`config.mk`:
```
export PLATFORM = sky130hd
export DESIGN_NAME = rstsq_ctrl
export DESIGN_NICKNAME = d
export VERILOG_FILES = /design/src/rstsq_pkg.sv /design/src/rstsq_sync.sv /design/src/rstsq_ctrl.sv
export SDC_FILE = /design/constraint.sdc
export NUM_CORES = 1
export LEC_CHECK = 0
export ABC_AREA = 1
export BUFFER_PORTS_ARGS = -buffer_cell sky130_fd_sc_hd__buf_2
export CORE_ASPECT_RATIO = 0.75
export CORE_MARGIN = 4
export CORE_UTILIZATION = 49
export CTS_CLUSTER_SIZE = 16
export DETAILED_ROUTE_END_ITERATION = 12
export PLACE_DENSITY = 0.76
export SYNTH_ARGS = -nofsm -noshare
export SYNTH_HDL_FRONTEND = slang
export SYNTH_SLANG_ARGS = --single-unit
```
`constraint.sdc`:
```
create_clock -name sys_clk_i -period 1.6 [get_ports sys_clk_i]
set_clock_uncertainty 0.1 [all_clocks]
set_input_delay 0.32 -clock sys_clk_i [delete_from_list [all_inputs] [get_ports sys_clk_i]]
set_output_delay 0.32 -clock sys_clk_i [all_outputs]
set_load 0.02 [all_outputs]
```
`src/rstsq_pkg.sv`:
```
// constants and types for the reset and stop-recovery sequencer
package rstsq_pkg;

    // hold lengths and reset-pin filter length, in cycles
    localparam int WDT_HOLD_CYC = 66;
    localparam int SYS_HOLD_CYC = 16;
    localparam int PIN_FILT_CYC = 4;
    localparam logic [6:0] WDT_LAST = 7'(WDT_HOLD_CYC - 1);
    localparam logic [6:0] SYS_LAST = 7'(SYS_HOLD_CYC - 1);
    localparam logic [2:0] PIN_LAST = 3'(PIN_FILT_CYC - 1);

    // port address value that opens the recovery source enable
    localparam logic [7:0] PADDR_RECOV = 8'h05;
    localparam logic [7:0] PADDR_RST = 8'h00;
    localparam logic [7:0] RECOV_EN_RST = 8'h00;
    localparam logic SM_RST = 1'h0;
    localparam logic [7:0] RDATA_RST = 8'h00;

    // program memory locations of the start vector
    localparam logic [15:0] VEC_ADDR_HI = 16'h0002;
    localparam logic [15:0] VEC_ADDR_LO = 16'h0003;

    // watchdog_ctrl_reg field positions
    localparam int WDC_POR = 7;
    localparam int WDC_STOP = 6;
    localparam int WDC_WDT = 5;
    localparam int WDC_EXT = 4;
    localparam int WDC_SM = 0;
    localparam logic [2:0] WDC_RSVD = 3'h0;

    // synchroniser width: por, reset pin, debug pin, osc, 8 port pins
    localparam int SYNC_W = 12;

    typedef enum logic [3:0] {
        ST_RUN = 4'h1,
        ST_WCNT = 4'h2,
        ST_SCNT = 4'h4,
        ST_STOP = 4'h8
    } rstsq_state_t;

endpackage : rstsq_pkg

```
`src/rstsq_sync.sv`:
```
// two-flop synchroniser bank for asynchronous inputs
`timescale 1ns/10ps
`default_nettype none
module rstsq_sync
    import rstsq_pkg::*;
#(
    parameter int W = SYNC_W
) (
    input wire logic sys_clk_i,
    input wire logic sys_rst_i,
    input wire logic [W-1:0] d_i,
    output logic [W-1:0] q_o
);
    logic [W-1:0] meta_r;
    logic [W-1:0] sync_r;

    genvar g;
    generate
        for (g = 0; g < W; g++) begin : g_bit
            always_ff @(posedge sys_clk_i) begin
                if (sys_rst_i) begin
                    meta_r[g] <= 1'h0;
                    sync_r[g] <= 1'h0;
                end else begin
                    meta_r[g] <= d_i[g];
                    sync_r[g] <= meta_r[g];
                end
            end
        end
    endgenerate

    assign q_o = sync_r;
endmodule : rstsq_sync
`default_nettype wire

```
`src/rstsq_ctrl.sv`:
```
// reset and stop-mode recovery sequencer
//
// Behaviour
// - any system reset holds the core 66 watchdog-osc then 16 clock cycles
// - at start of a system reset all GPIO pins become inputs
// - core idle in reset; system clock starts after watchdog-osc count
// - system reset loads control registers with their reset values
// - after the hold, the core fetches its start vector from 0002H/0003H
// - power-on or brown-out overrides every other reset source
// - run/halt resets: power-on, watchdog, reset pin, debugger request
// - in stop: only power-on, reset pin or debug pin low give reset
// - watchdog time-out resets only while the reset option bit is 1
// - a watchdog reset sets the watchdog time-out flag
// - reset pin must stay low four clock cycles before reset starts
// - reset held while pin low; release right after pin goes high
// - a reset from the pin sets the external-reset flag
// - debugger reset resets all but the debugger block
// - debugger request bit cleared by hardware; power-on flag set after
// - stop mode entered only by the stop instruction
// - stop recovery holds core 66 watchdog-osc then 16 clock cycles
// - stop recovery changes only the watchdog control register
// - every stop recovery sets the stop-recovery flag
// - recovery enable reached via port control when address is 05H
// - enabled pin transition in stop starts recovery; bits reset to 0
// - reading watchdog_ctrl_reg clears the four status flags
// - stop_watchdog_disable set stops watchdog and its osc in stop
`timescale 1ns/10ps
`default_nettype none
module rstsq_ctrl
    import rstsq_pkg::*;
(
    input wire logic sys_clk_i,
    input wire logic sys_rst_i,
    input wire logic por_i,
    input wire logic rst_pin_n_i,
    input wire logic debug_pin_n_i,
    input wire logic wdt_osc_i,
    input wire logic [7:0] port_pin_i,
    input wire logic wdt_timeout_i,
    input wire logic watchdog_reset_option_i,
    input wire logic dbg_rst_req_i,
    input wire logic stop_instr_i,
    input wire logic [7:0] wdata_i,
    input wire logic paddr_wr_i,
    input wire logic pctl_wr_i,
    input wire logic pctl_rd_i,
    input wire logic wdc_wr_i,
    input wire logic wdc_rd_i,
    output logic [7:0] rdata_o,
    output logic core_rst_o,
    output logic regfile_rst_o,
    output logic dbg_blk_rst_o,
    output logic gpio_in_o,
    output logic sysclk_en_o,
    output logic wdt_osc_en_o,
    output logic stop_mode_o,
    output logic vec_fetch_o,
    output logic [15:0] vec_addr_hi_o,
    output logic [15:0] vec_addr_lo_o,
    output logic dbg_rst_clr_o
);
    logic [SYNC_W-1:0] sync_q;
    logic por_s;
    logic pin_n_s;
    logic dbg_n_s;
    logic osc_s;
    logic [7:0] port_s;
    logic osc_d_r;
    logic osc_rise;
    logic [7:0] port_d_r;
    logic recov_hit;
    logic [2:0] pin_cnt_r;
    logic pin_low_r;
    rstsq_state_t state_r;
    rstsq_state_t state_nxt;
    logic [6:0] cnt_r;
    logic [6:0] cnt_nxt;
    logic in_rst;
    logic start_sys;
    logic start_rec;
    logic by_pin;
    logic by_wdt;
    logic by_dbg;
    logic rec_wdt;
    logic done;
    logic hold_on;
    logic kind_sys_r;
    logic kind_dbg_r;
    logic por_f_r;
    logic stop_f_r;
    logic wdt_f_r;
    logic ext_f_r;
    logic sm_r;
    logic [7:0] paddr_r;
    logic [7:0] recov_en_r;
    logic [7:0] wdc_val;

    // all pin-side inputs cross into the clock domain here
    rstsq_sync #(
        .W(SYNC_W)
    ) u_sync (
        .sys_clk_i(sys_clk_i),
        .sys_rst_i(sys_rst_i),
        .d_i({port_pin_i, wdt_osc_i, debug_pin_n_i, rst_pin_n_i, por_i}),
        .q_o(sync_q)
    );

    assign por_s = sync_q[0];
    assign pin_n_s = sync_q[1];
    assign dbg_n_s = sync_q[2];
    assign osc_s = sync_q[3];
    assign port_s = sync_q[11:4];

    always_ff @(posedge sys_clk_i) begin
        if (sys_rst_i) begin
            osc_d_r <= 1'h0;
            port_d_r <= 8'h00;
        end else begin
            osc_d_r <= osc_s;
            port_d_r <= port_s;
        end
    end

    assign osc_rise = osc_s & ~osc_d_r;
    assign recov_hit = |((port_s ^ port_d_r) & recov_en_r);

    // low-level filter on the synchronised reset pin
    always_ff @(posedge sys_clk_i) begin
        if (sys_rst_i) begin
            pin_cnt_r <= 3'h0;
            pin_low_r <= 1'h0;
        end else if (pin_n_s) begin
            pin_cnt_r <= 3'h0;
            pin_low_r <= 1'h0;
        end else if (pin_cnt_r == PIN_LAST) begin
            pin_low_r <= 1'h1;
        end else begin
            pin_cnt_r <= pin_cnt_r + 3'h1;
        end
    end

    assign in_rst = (state_r == ST_WCNT) || (state_r == ST_SCNT);

    // reset and recovery source selection per operating mode
    always_comb begin
        by_pin = 1'h0;
        by_wdt = 1'h0;
        by_dbg = 1'h0;
        rec_wdt = 1'h0;
        start_rec = 1'h0;
        case (state_r)
            ST_RUN: begin
                by_pin = pin_low_r;
                by_wdt = wdt_timeout_i & watchdog_reset_option_i;
                by_dbg = dbg_rst_req_i;
            end
            ST_STOP: begin
                by_pin = pin_low_r | ~dbg_n_s;
                rec_wdt = wdt_timeout_i & ~sm_r;
                start_rec = ~by_pin & (recov_hit | rec_wdt);
            end
            default: begin
                by_pin = 1'h0;
            end
        endcase
        if (por_s) begin
            by_pin = 1'h0;
            by_wdt = 1'h0;
            by_dbg = 1'h0;
            rec_wdt = 1'h0;
            start_rec = 1'h0;
        end
        start_sys = by_pin | by_wdt | by_dbg;
    end

    // a pin still held low keeps the core in reset past the count
    assign done = (state_r == ST_SCNT) && (cnt_r == SYS_LAST) && !pin_low_r;
    // core leaves reset on the same edge as the vector fetch pulse
    assign hold_on = in_rst && !done;

    always_comb begin
        state_nxt = state_r;
        cnt_nxt = cnt_r;
        case (state_r)
            ST_RUN: begin
                if (start_sys) begin
                    state_nxt = ST_WCNT;
                    cnt_nxt = 7'h00;
                end else if (stop_instr_i) begin
                    state_nxt = ST_STOP;
                end
            end
            ST_STOP: begin
                if (start_sys || start_rec) begin
                    state_nxt = ST_WCNT;
                    cnt_nxt = 7'h00;
                end
            end
            ST_WCNT: begin
                if (osc_rise && cnt_r == WDT_LAST) begin
                    state_nxt = ST_SCNT;
                    cnt_nxt = 7'h00;
                end else if (osc_rise) begin
                    cnt_nxt = cnt_r + 7'h01;
                end
            end
            ST_SCNT: begin
                if (done) begin
                    state_nxt = ST_RUN;
                end else if (cnt_r != SYS_LAST) begin
                    cnt_nxt = cnt_r + 7'h01;
                end
            end
            default: begin
                state_nxt = ST_WCNT;
                cnt_nxt = 7'h00;
            end
        endcase
        if (por_s) begin
            state_nxt = ST_WCNT;
            cnt_nxt = 7'h00;
        end
    end

    always_ff @(posedge sys_clk_i) begin
        if (sys_rst_i) begin
            state_r <= ST_WCNT;
            cnt_r <= 7'h00;
        end else begin
            state_r <= state_nxt;
            cnt_r <= cnt_nxt;
        end
    end

    // kind of the reset in progress
    always_ff @(posedge sys_clk_i) begin
        if (sys_rst_i || por_s) begin
            kind_sys_r <= 1'h1;
            kind_dbg_r <= 1'h0;
        end else if (start_sys) begin
            kind_sys_r <= 1'h1;
            kind_dbg_r <= by_dbg;
        end else if (start_rec) begin
            kind_sys_r <= 1'h0;
            kind_dbg_r <= 1'h0;
        end
    end

    always_ff @(posedge sys_clk_i) begin
        if (sys_rst_i) begin
            core_rst_o <= 1'h1;
            regfile_rst_o <= 1'h1;
            dbg_blk_rst_o <= 1'h1;
            gpio_in_o <= 1'h1;
            sysclk_en_o <= 1'h0;
            wdt_osc_en_o <= 1'h1;
            stop_mode_o <= 1'h0;
            vec_fetch_o <= 1'h0;
            dbg_rst_clr_o <= 1'h0;
        end else begin
            core_rst_o <= hold_on;
            regfile_rst_o <= hold_on & kind_sys_r;
            dbg_blk_rst_o <= hold_on & kind_sys_r & ~kind_dbg_r;
            gpio_in_o <= hold_on & kind_sys_r;
            sysclk_en_o <= state_nxt != ST_WCNT;
            wdt_osc_en_o <= !(state_r == ST_STOP && sm_r);
            stop_mode_o <= state_r == ST_STOP;
            vec_fetch_o <= done;
            dbg_rst_clr_o <= by_dbg;
        end
    end

    always_ff @(posedge sys_clk_i) begin
        if (sys_rst_i) begin
            vec_addr_hi_o <= VEC_ADDR_HI;
            vec_addr_lo_o <= VEC_ADDR_LO;
        end
    end

    // status flags: a read clears, a same-cycle event wins
    always_ff @(posedge sys_clk_i) begin
        if (sys_rst_i || por_s) begin
            por_f_r <= 1'h1;
            stop_f_r <= 1'h0;
            wdt_f_r <= 1'h0;
            ext_f_r <= 1'h0;
        end else begin
            if (done && kind_dbg_r) begin
                por_f_r <= 1'h1;
            end else if (rec_wdt && start_rec) begin
                por_f_r <= 1'h0;
            end else if (wdc_rd_i) begin
                por_f_r <= 1'h0;
            end
            if (start_rec) begin
                stop_f_r <= 1'h1;
            end else if (by_wdt || wdc_rd_i) begin
                stop_f_r <= 1'h0;
            end
            if (by_wdt || (start_rec && rec_wdt)) begin
                wdt_f_r <= 1'h1;
            end else if (start_rec || wdc_rd_i) begin
                wdt_f_r <= 1'h0;
            end
            if (by_pin && pin_low_r) begin
                ext_f_r <= 1'h1;
            end else if (start_rec || wdc_rd_i) begin
                ext_f_r <= 1'h0;
            end
        end
    end

    // control registers; stop recovery leaves them alone
    always_ff @(posedge sys_clk_i) begin
        if (sys_rst_i || por_s || start_sys) begin
            sm_r <= SM_RST;
            paddr_r <= PADDR_RST;
            recov_en_r <= RECOV_EN_RST;
        end else begin
            if (wdc_wr_i) begin
                sm_r <= wdata_i[WDC_SM];
            end
            if (paddr_wr_i) begin
                paddr_r <= wdata_i;
            end
            if (pctl_wr_i && paddr_r == PADDR_RECOV) begin
                recov_en_r <= wdata_i;
            end
        end
    end

    assign wdc_val = {por_f_r, stop_f_r, wdt_f_r, ext_f_r, WDC_RSVD, sm_r};

    always_ff @(posedge sys_clk_i) begin
        if (sys_rst_i) begin
            rdata_o <= RDATA_RST;
        end else if (wdc_rd_i) begin
            rdata_o <= wdc_val;
        end else if (pctl_rd_i) begin
            rdata_o <= (paddr_r == PADDR_RECOV) ? recov_en_r : 8'h00;
        end
    end
endmodule : rstsq_ctrl
`default_nettype wire

```
# After elaboration in Yosys (flattened, before gate mapping)
# Cells that the tools add are included.
[classes] n_addsub=2 eq_ne=15 mux=36 bitwise_logic=17 n_reduce_logical=32
[op_table] cell="$mux W7" n=6
[op_table] cell="$pmux W7 S4" n=1
[op_table] cell="$mux W4" n=6
[op_table] cell="$mux W8" n=3
[op_table] cell="$mux W1" n=18
[op_table] cell="$pmux W4 S4" n=1
[op_table] cell="$reduce_bool A2 Y1" n=6
[op_table] cell="$reduce_or A2 Y1" n=5
[op_table] cell="$logic_and A1 B1 Y1" n=9
[op_table] cell="$and A8 B8 Y8" n=1
[op_table] cell="$eq A8 B3 Y1 const B" n=1
[op_table] cell="$reduce_or A8 Y1" n=1
[op_table] cell="$xor A8 B8 Y8" n=1
[op_table] cell="$add A7 B1 Y7 const B" n=1
[op_table] cell="$eq A7 B4 Y1 const B" n=1
[op_table] cell="$eq A7 B7 Y1 const B" n=1
[op_table] cell="$logic_or A1 B1 Y1" n=7
[op_table] cell="$ne A7 B4 Y1 const B" n=1
[op_table] cell="$and A1 B1 Y1" n=6
[op_table] cell="$ne A2 B2 Y1 const B" n=3
[op_table] cell="$not A1 Y1" n=5
[op_table] cell="$reduce_and A5 Y1" n=1
[op_table] cell="$eq A4 B1 Y1 const B" n=1
[op_table] cell="$eq A4 B2 Y1 const B" n=1
[op_table] cell="10 further kinds" n=15
[totals] reg_bits=87 in_bits=31 output_inout_bits=49 word_cells=151

# Longest topological paths before layout
[logic_depth] depth_word=12 mapped_depth=12 mapped_depth_nobuf=12

# By module
# Synthesis repeated with hierarchy kept, for this count alone.
[unflattened] hier_cells=491 area_unflattened_um2=3711.1
[modules_own_cells] mod="rstsq_ctrl" n_inst=1 cells_per_inst=417 area_each_um2=3027.9 seq_area_each_um2=1261.2
[modules_own_cells] mod="rstsq_sync" n_inst=1 cells_per_inst=74 area_each_um2=683.2 seq_area_each_um2=480.5

# Worst setup path after synthesis
# Ideal clock, no wire load.
[synth_timing] path_type="register to register" start="reg cnt_r[0]" end="reg state_r[2]" setup_ns=0.114 arrival_time_ns=1.332 required_ns=1.386 slack_ns=0.055 stages_incl_launch_ff=10 n_path_buf=0 synth_period_minus_slack_ns=1.545 path_cell_list="dfxtp_1 ha_1 nand2_2 nor2_4 nor3b_2 nand2_1 nor2_1 inv_2 a21oi_1 nor2_1"
[synth_via] elab_chain_cells=6 elab_cells_between_ends=9 classes_between="eq/ne (2); mux (4); reduce/logical (3)"
[synth_rtl] item="start: declaration" line_no="rstsq_ctrl.sv:76" source="logic [6:0] cnt_r;"
[synth_rtl] item="start signal: assignment" line_no="rstsq_ctrl.sv:231" source="cnt_r <= cnt_nxt;"
[synth_rtl] item="$eq A7 B4 Y1" line_no="rstsq_ctrl.sv:177" source="assign done = (state_r == ST_SCNT) && (cnt_r == SYS_LAST) && !pin_low_r;"
[synth_rtl] item="$logic_and A1 B1 Y1 (2 in series)" line_no="rstsq_ctrl.sv:177"
[synth_rtl] item="$mux W4" line_no="rstsq_ctrl.sv:208" source="if (done) begin"
[synth_rtl] item="$pmux W4 S4 *" line_no="rstsq_ctrl.sv:184" source="case (state_r)"
[synth_rtl] item="$mux W4 *" line_no="rstsq_ctrl.sv:219" source="if (por_s) begin"
[synth_rtl] item="end signal: assignment" line_no="rstsq_ctrl.sv:230" source="state_r <= state_nxt;"
[synth_rtl] item="end: declaration" line_no="rstsq_ctrl.sv:74" source="rstsq_state_t state_r;"
# Mark *: on every way between the ends. The rest lies on a longest branch, timed or not.
# A chain may end at the register's enable or synchronous reset.

# Final worst setup path
[layout_timing] start="reg cnt_r[1]" end="reg cnt_r[6]"
[layout_via] elab_chain_cells=5 elab_cells_between_ends=16 classes_between="add/sub (1); eq/ne (6); mux (5); reduce/logical (4)"
[layout_rtl] item="parallel branches: the longest is 5 deep, another holds $add A7 B1 Y7"
# Several ways; the timed one is not identified. The select of a mux whose other input is x is not followed.

==> summary.md <==
| Metric | Value |
|---|---|
| Status | `finished, violations left` |
| Failing checks | `negative setup slack` |
| CP delay by family, top | `simple AND/OR/NAND/NOR gates` |
| Async SR Flop Fraction | `0` |
| Post-Syn Area per Cell | `between 7 and 8 µm²` |
| Final #Nets | `about 580` |
| CTS tree | `built` |
| Synth Register Bits | `87` |
| Max_cap viols | `0` |
| Area growth syn-to-layout | `19.41%` |
| Gr ovfl total | `0` |
| PwrDens | `around 960 mW/mm²` |
| Initial core utilization | `0.5041` |
| CP bufs+invs | `1` |
| CTS Hold Bufs | `0` |
| Slew Limit Fails | `0` |
| Final cell count without fillers | `around 650` |
| CTS root buffer | `clkbuf_8` |
| Row count | `27` |
| Setup-failing EPs final | `11` |
| Sequential fraction of the synthesis area | `0.4692` |
| Largest net degree at the start of global routing | `27` |
| FF-to-FF Start | `cnt_r[1]$_SDFFE_PP0P_` |
| Final WL | `~8000 µm` |
| WL/cell | `approximately 12 µm` |
| Via Count | `~3200` |
| YS warnings | `0` |
| Clock-pin slew on the worst setup and hold paths | `about 90 ps` |
| CP startpoint kind | `flop` |
| Htree depth | `3` |
| Total power | `around 4.3 mW` |
| Initial antenna violation count | `0` |
| CTS max path bufs | `2` |
| Worst vdd ir | `~0.00067 V` |
| Required @ worst endpoint | `approximately 1800 ps` |
| Top achievable clock speed | `596.9 MHz` |
| Tightest Hold Check Type | `in -> reg` |
| Worst path cell trace | `ha_4 -> nand2_4 -> nor2_4 -> buf_4 -> nand3_2 -> xor2_2 -> nand3_1 -> nand2_1 -> nand3_1 -> a21oi_2` |
| Drt first pass iters | `5` |
| Leakage power | `1.993 nW` |
| Unrepaired setup endpoints after global routing | `true` |
| Drt drc | `0` |
| Max incr delay on CP | `between 300 and 400 ps` |
| CP Launch Point | `cnt_r[1]$_SDFFE_PP0P_` |
| First-pass GRT wire length | `12600 µm` |
| Vias in the first global route | `between 2000 and 3000` |
| Layout cells sized above 1 | `0.2518` |
| Final WS setup | `-75.22 ps` |
| Synthesized instance count | `485` |
| Overall Global Routing Usage | `0.1725` |
| CP max-delay cell | `dfxtp_2` |
| Post-DRT Antenna Nets | `0` |
| EDFF count, synth | `0` |
| Leading register cell type out of synthesis | `dfxtp_1` |
| Die area | `just over 0.009 mm²` |
| HP Start | `port_pin_i[1]` |
| Latest clock arrival within the worst-skew pair | `360 ps` |
| GPL Wtd Cong | `around 0.91` |
| Final min period | `between 1500 and 2000 ps` |
| Die height | `between 80 and 90 µm` |
| Inst Count DP | `about 630` |
| Hold Violations, Final | `0` |
| Antenna fix cells | `0` |
| Core Util, Final | `0.6019` |
| Hold_ws | `~64 ps` |
| Fin crit share | `1.047` |
| Arr. time, crit path | `about 1900 ps` |
| Top-level I/O count | `80` |
| Commonest non-fill, non-tap cell in the layout | `dfxtp_1` |
| Vias per cell | `between 4 and 5` |
| TNS Setup | `-494.8 ps` |
| I/O Buffers | `47` |
| Hpwl dp | `5627 µm` |
| Core Footprint | `0.007365 mm²` |
| Post-Synthesis Cell Area | `0.003712 mm²` |
| Most used cell, CP | `nand3_1` |
| Die width | `between 100 and 150 µm` |
| CP Capture Type | `flop` |
| Unique masters post-synth | `38` |
| Worst Path Max Fanout | `2` |
| CTS Buf Count | `9` |
| Most frequent cells in the layout | `dfxtp_1 (81), nand2_1 (71), inv_1 (64)` |
| Path type of the worst setup path | `reg -> reg` |
| Iteration-0 DRC Markers | `120` |
| Clk sink count | `87` |
==> worst min-delay path, delay by kind of cell <==
family | cells | cell delay (ps)
buffers and inverters | 2 | 100
and+or+nand+nor | 1 | 60
==> synthesized netlist by cell type (2+ instances only) <==
cell type  instances  area share
o21ai_0            6      0.0081
conb_1             2      0.0020
dfxtp_1           87        0.47
o21ai_2            2      0.0047
nand3_1           38       0.051
nand3_2            4       0.011
nand4_1            2      0.0034
nor2_1            66       0.067
nor2_2             2      0.0034
xor2_1             6       0.014
nor3_1             3      0.0040
ha_1               4       0.013
nand2_2            3      0.0051
buf_1              5      0.0051
inv_2              4      0.0040
inv_1             65       0.066
a21oi_1           47       0.063
nor2_4             2      0.0061
a22oi_1            5       0.010
clkbuf_1           4      0.0040
buf_4             34       0.069
nand2_1           78       0.079
==> power by group <==
group          switching [mW]  total (mW)  internal (mW)
Clock                   0.756        1.68          0.923
Sequential             0.0338        2.26           2.23
Combinational           0.231       0.333          0.103
Total                    1.02        4.28           3.26
==> flip-flops by register name, indices dropped and copies added, names as in the netlist, 3 cells and up <==
| register | count |
|---|---|
| cnt_r | 7 |
| paddr_r | 8 |
| pin_cnt_r | 3 |
| port_d_r | 8 |
| rdata_o | 8 |
| recov_en_r | 8 |
| state_r | 4 |
| u_sync.meta_r | 12 |
| u_sync.q_o | 12 |
==> metrics by stage <==
| stage | cell area, µm² | worst slack, ps |
|---|---|---|
| final | 4433 | -75.22 |
| after global routing | 4433 | -188.0 |
| after CTS | 4244 | -8.039 |
| after detailed placement | 4001 | -19.62 |
| after global placement | 4001 | 30.21 |
| after floorplan | 3825 | 54.51 |
==> layer usage <==
metal  vias to the layer above  part of all wire  track usage
met5                         -                 0            0
li1                       1574                 -            -
met1                      1402              0.44       0.2405
met4                         0             0.018      0.06537
met2                       161              0.43       0.2485
met3                        15              0.11      0.05284
==> area by class of cell <==
cell class / instances / area (µm²)
Clock buffer: 11 / 141.4
Clock inverter: 5 / 81.33
Fill cell: 642 / 2932
Inverter: 70 / 270.3
Multi-Input combinational cell: 313 / 1687
Sequential cell: 87 / 1749
Tap cell: 101 / 126.4
Timing Repair Buffer: 66 / 377.9
==> kinds of logic after synthesis <==
family | count (synthesis) | share of synthesized area
other | 2 | 0.002023
AOI/OAI and AO/OA | 63 | 0.09168
muxes | 1 | 0.002696
xor gates and xnor gates | 6 | 0.01416
buffers and inverters | 115 | 0.1537
DFF | 87 | 0.4692
and+or+nand+nor | 207 | 0.2531
adders and majority gates | 4 | 0.01348
==> path summary, 6_finish.rpt <==
check / to / cells past startpoint / slack (ps)
setup / recovery: cnt_r[6]$_SDFFE_PP0P_ / 10 / -80
hold / removal: u_sync.meta_r[5]$_SDFF_PP0_ / 3 / 60
setup reg to reg: cnt_r[6]$_SDFFE_PP0P_ / 10 / -80
hold reg to reg: u_sync.q_o[10]$_SDFF_PP0_ / 2 / 300
==> timing repair <==
action	CTS	global route
resized for setup	7	42
pin swaps	0	16
buffers inserted	0	3
setup endpoints to repair	12	37
Note: power is estimated with default switching activity, not from simulation.
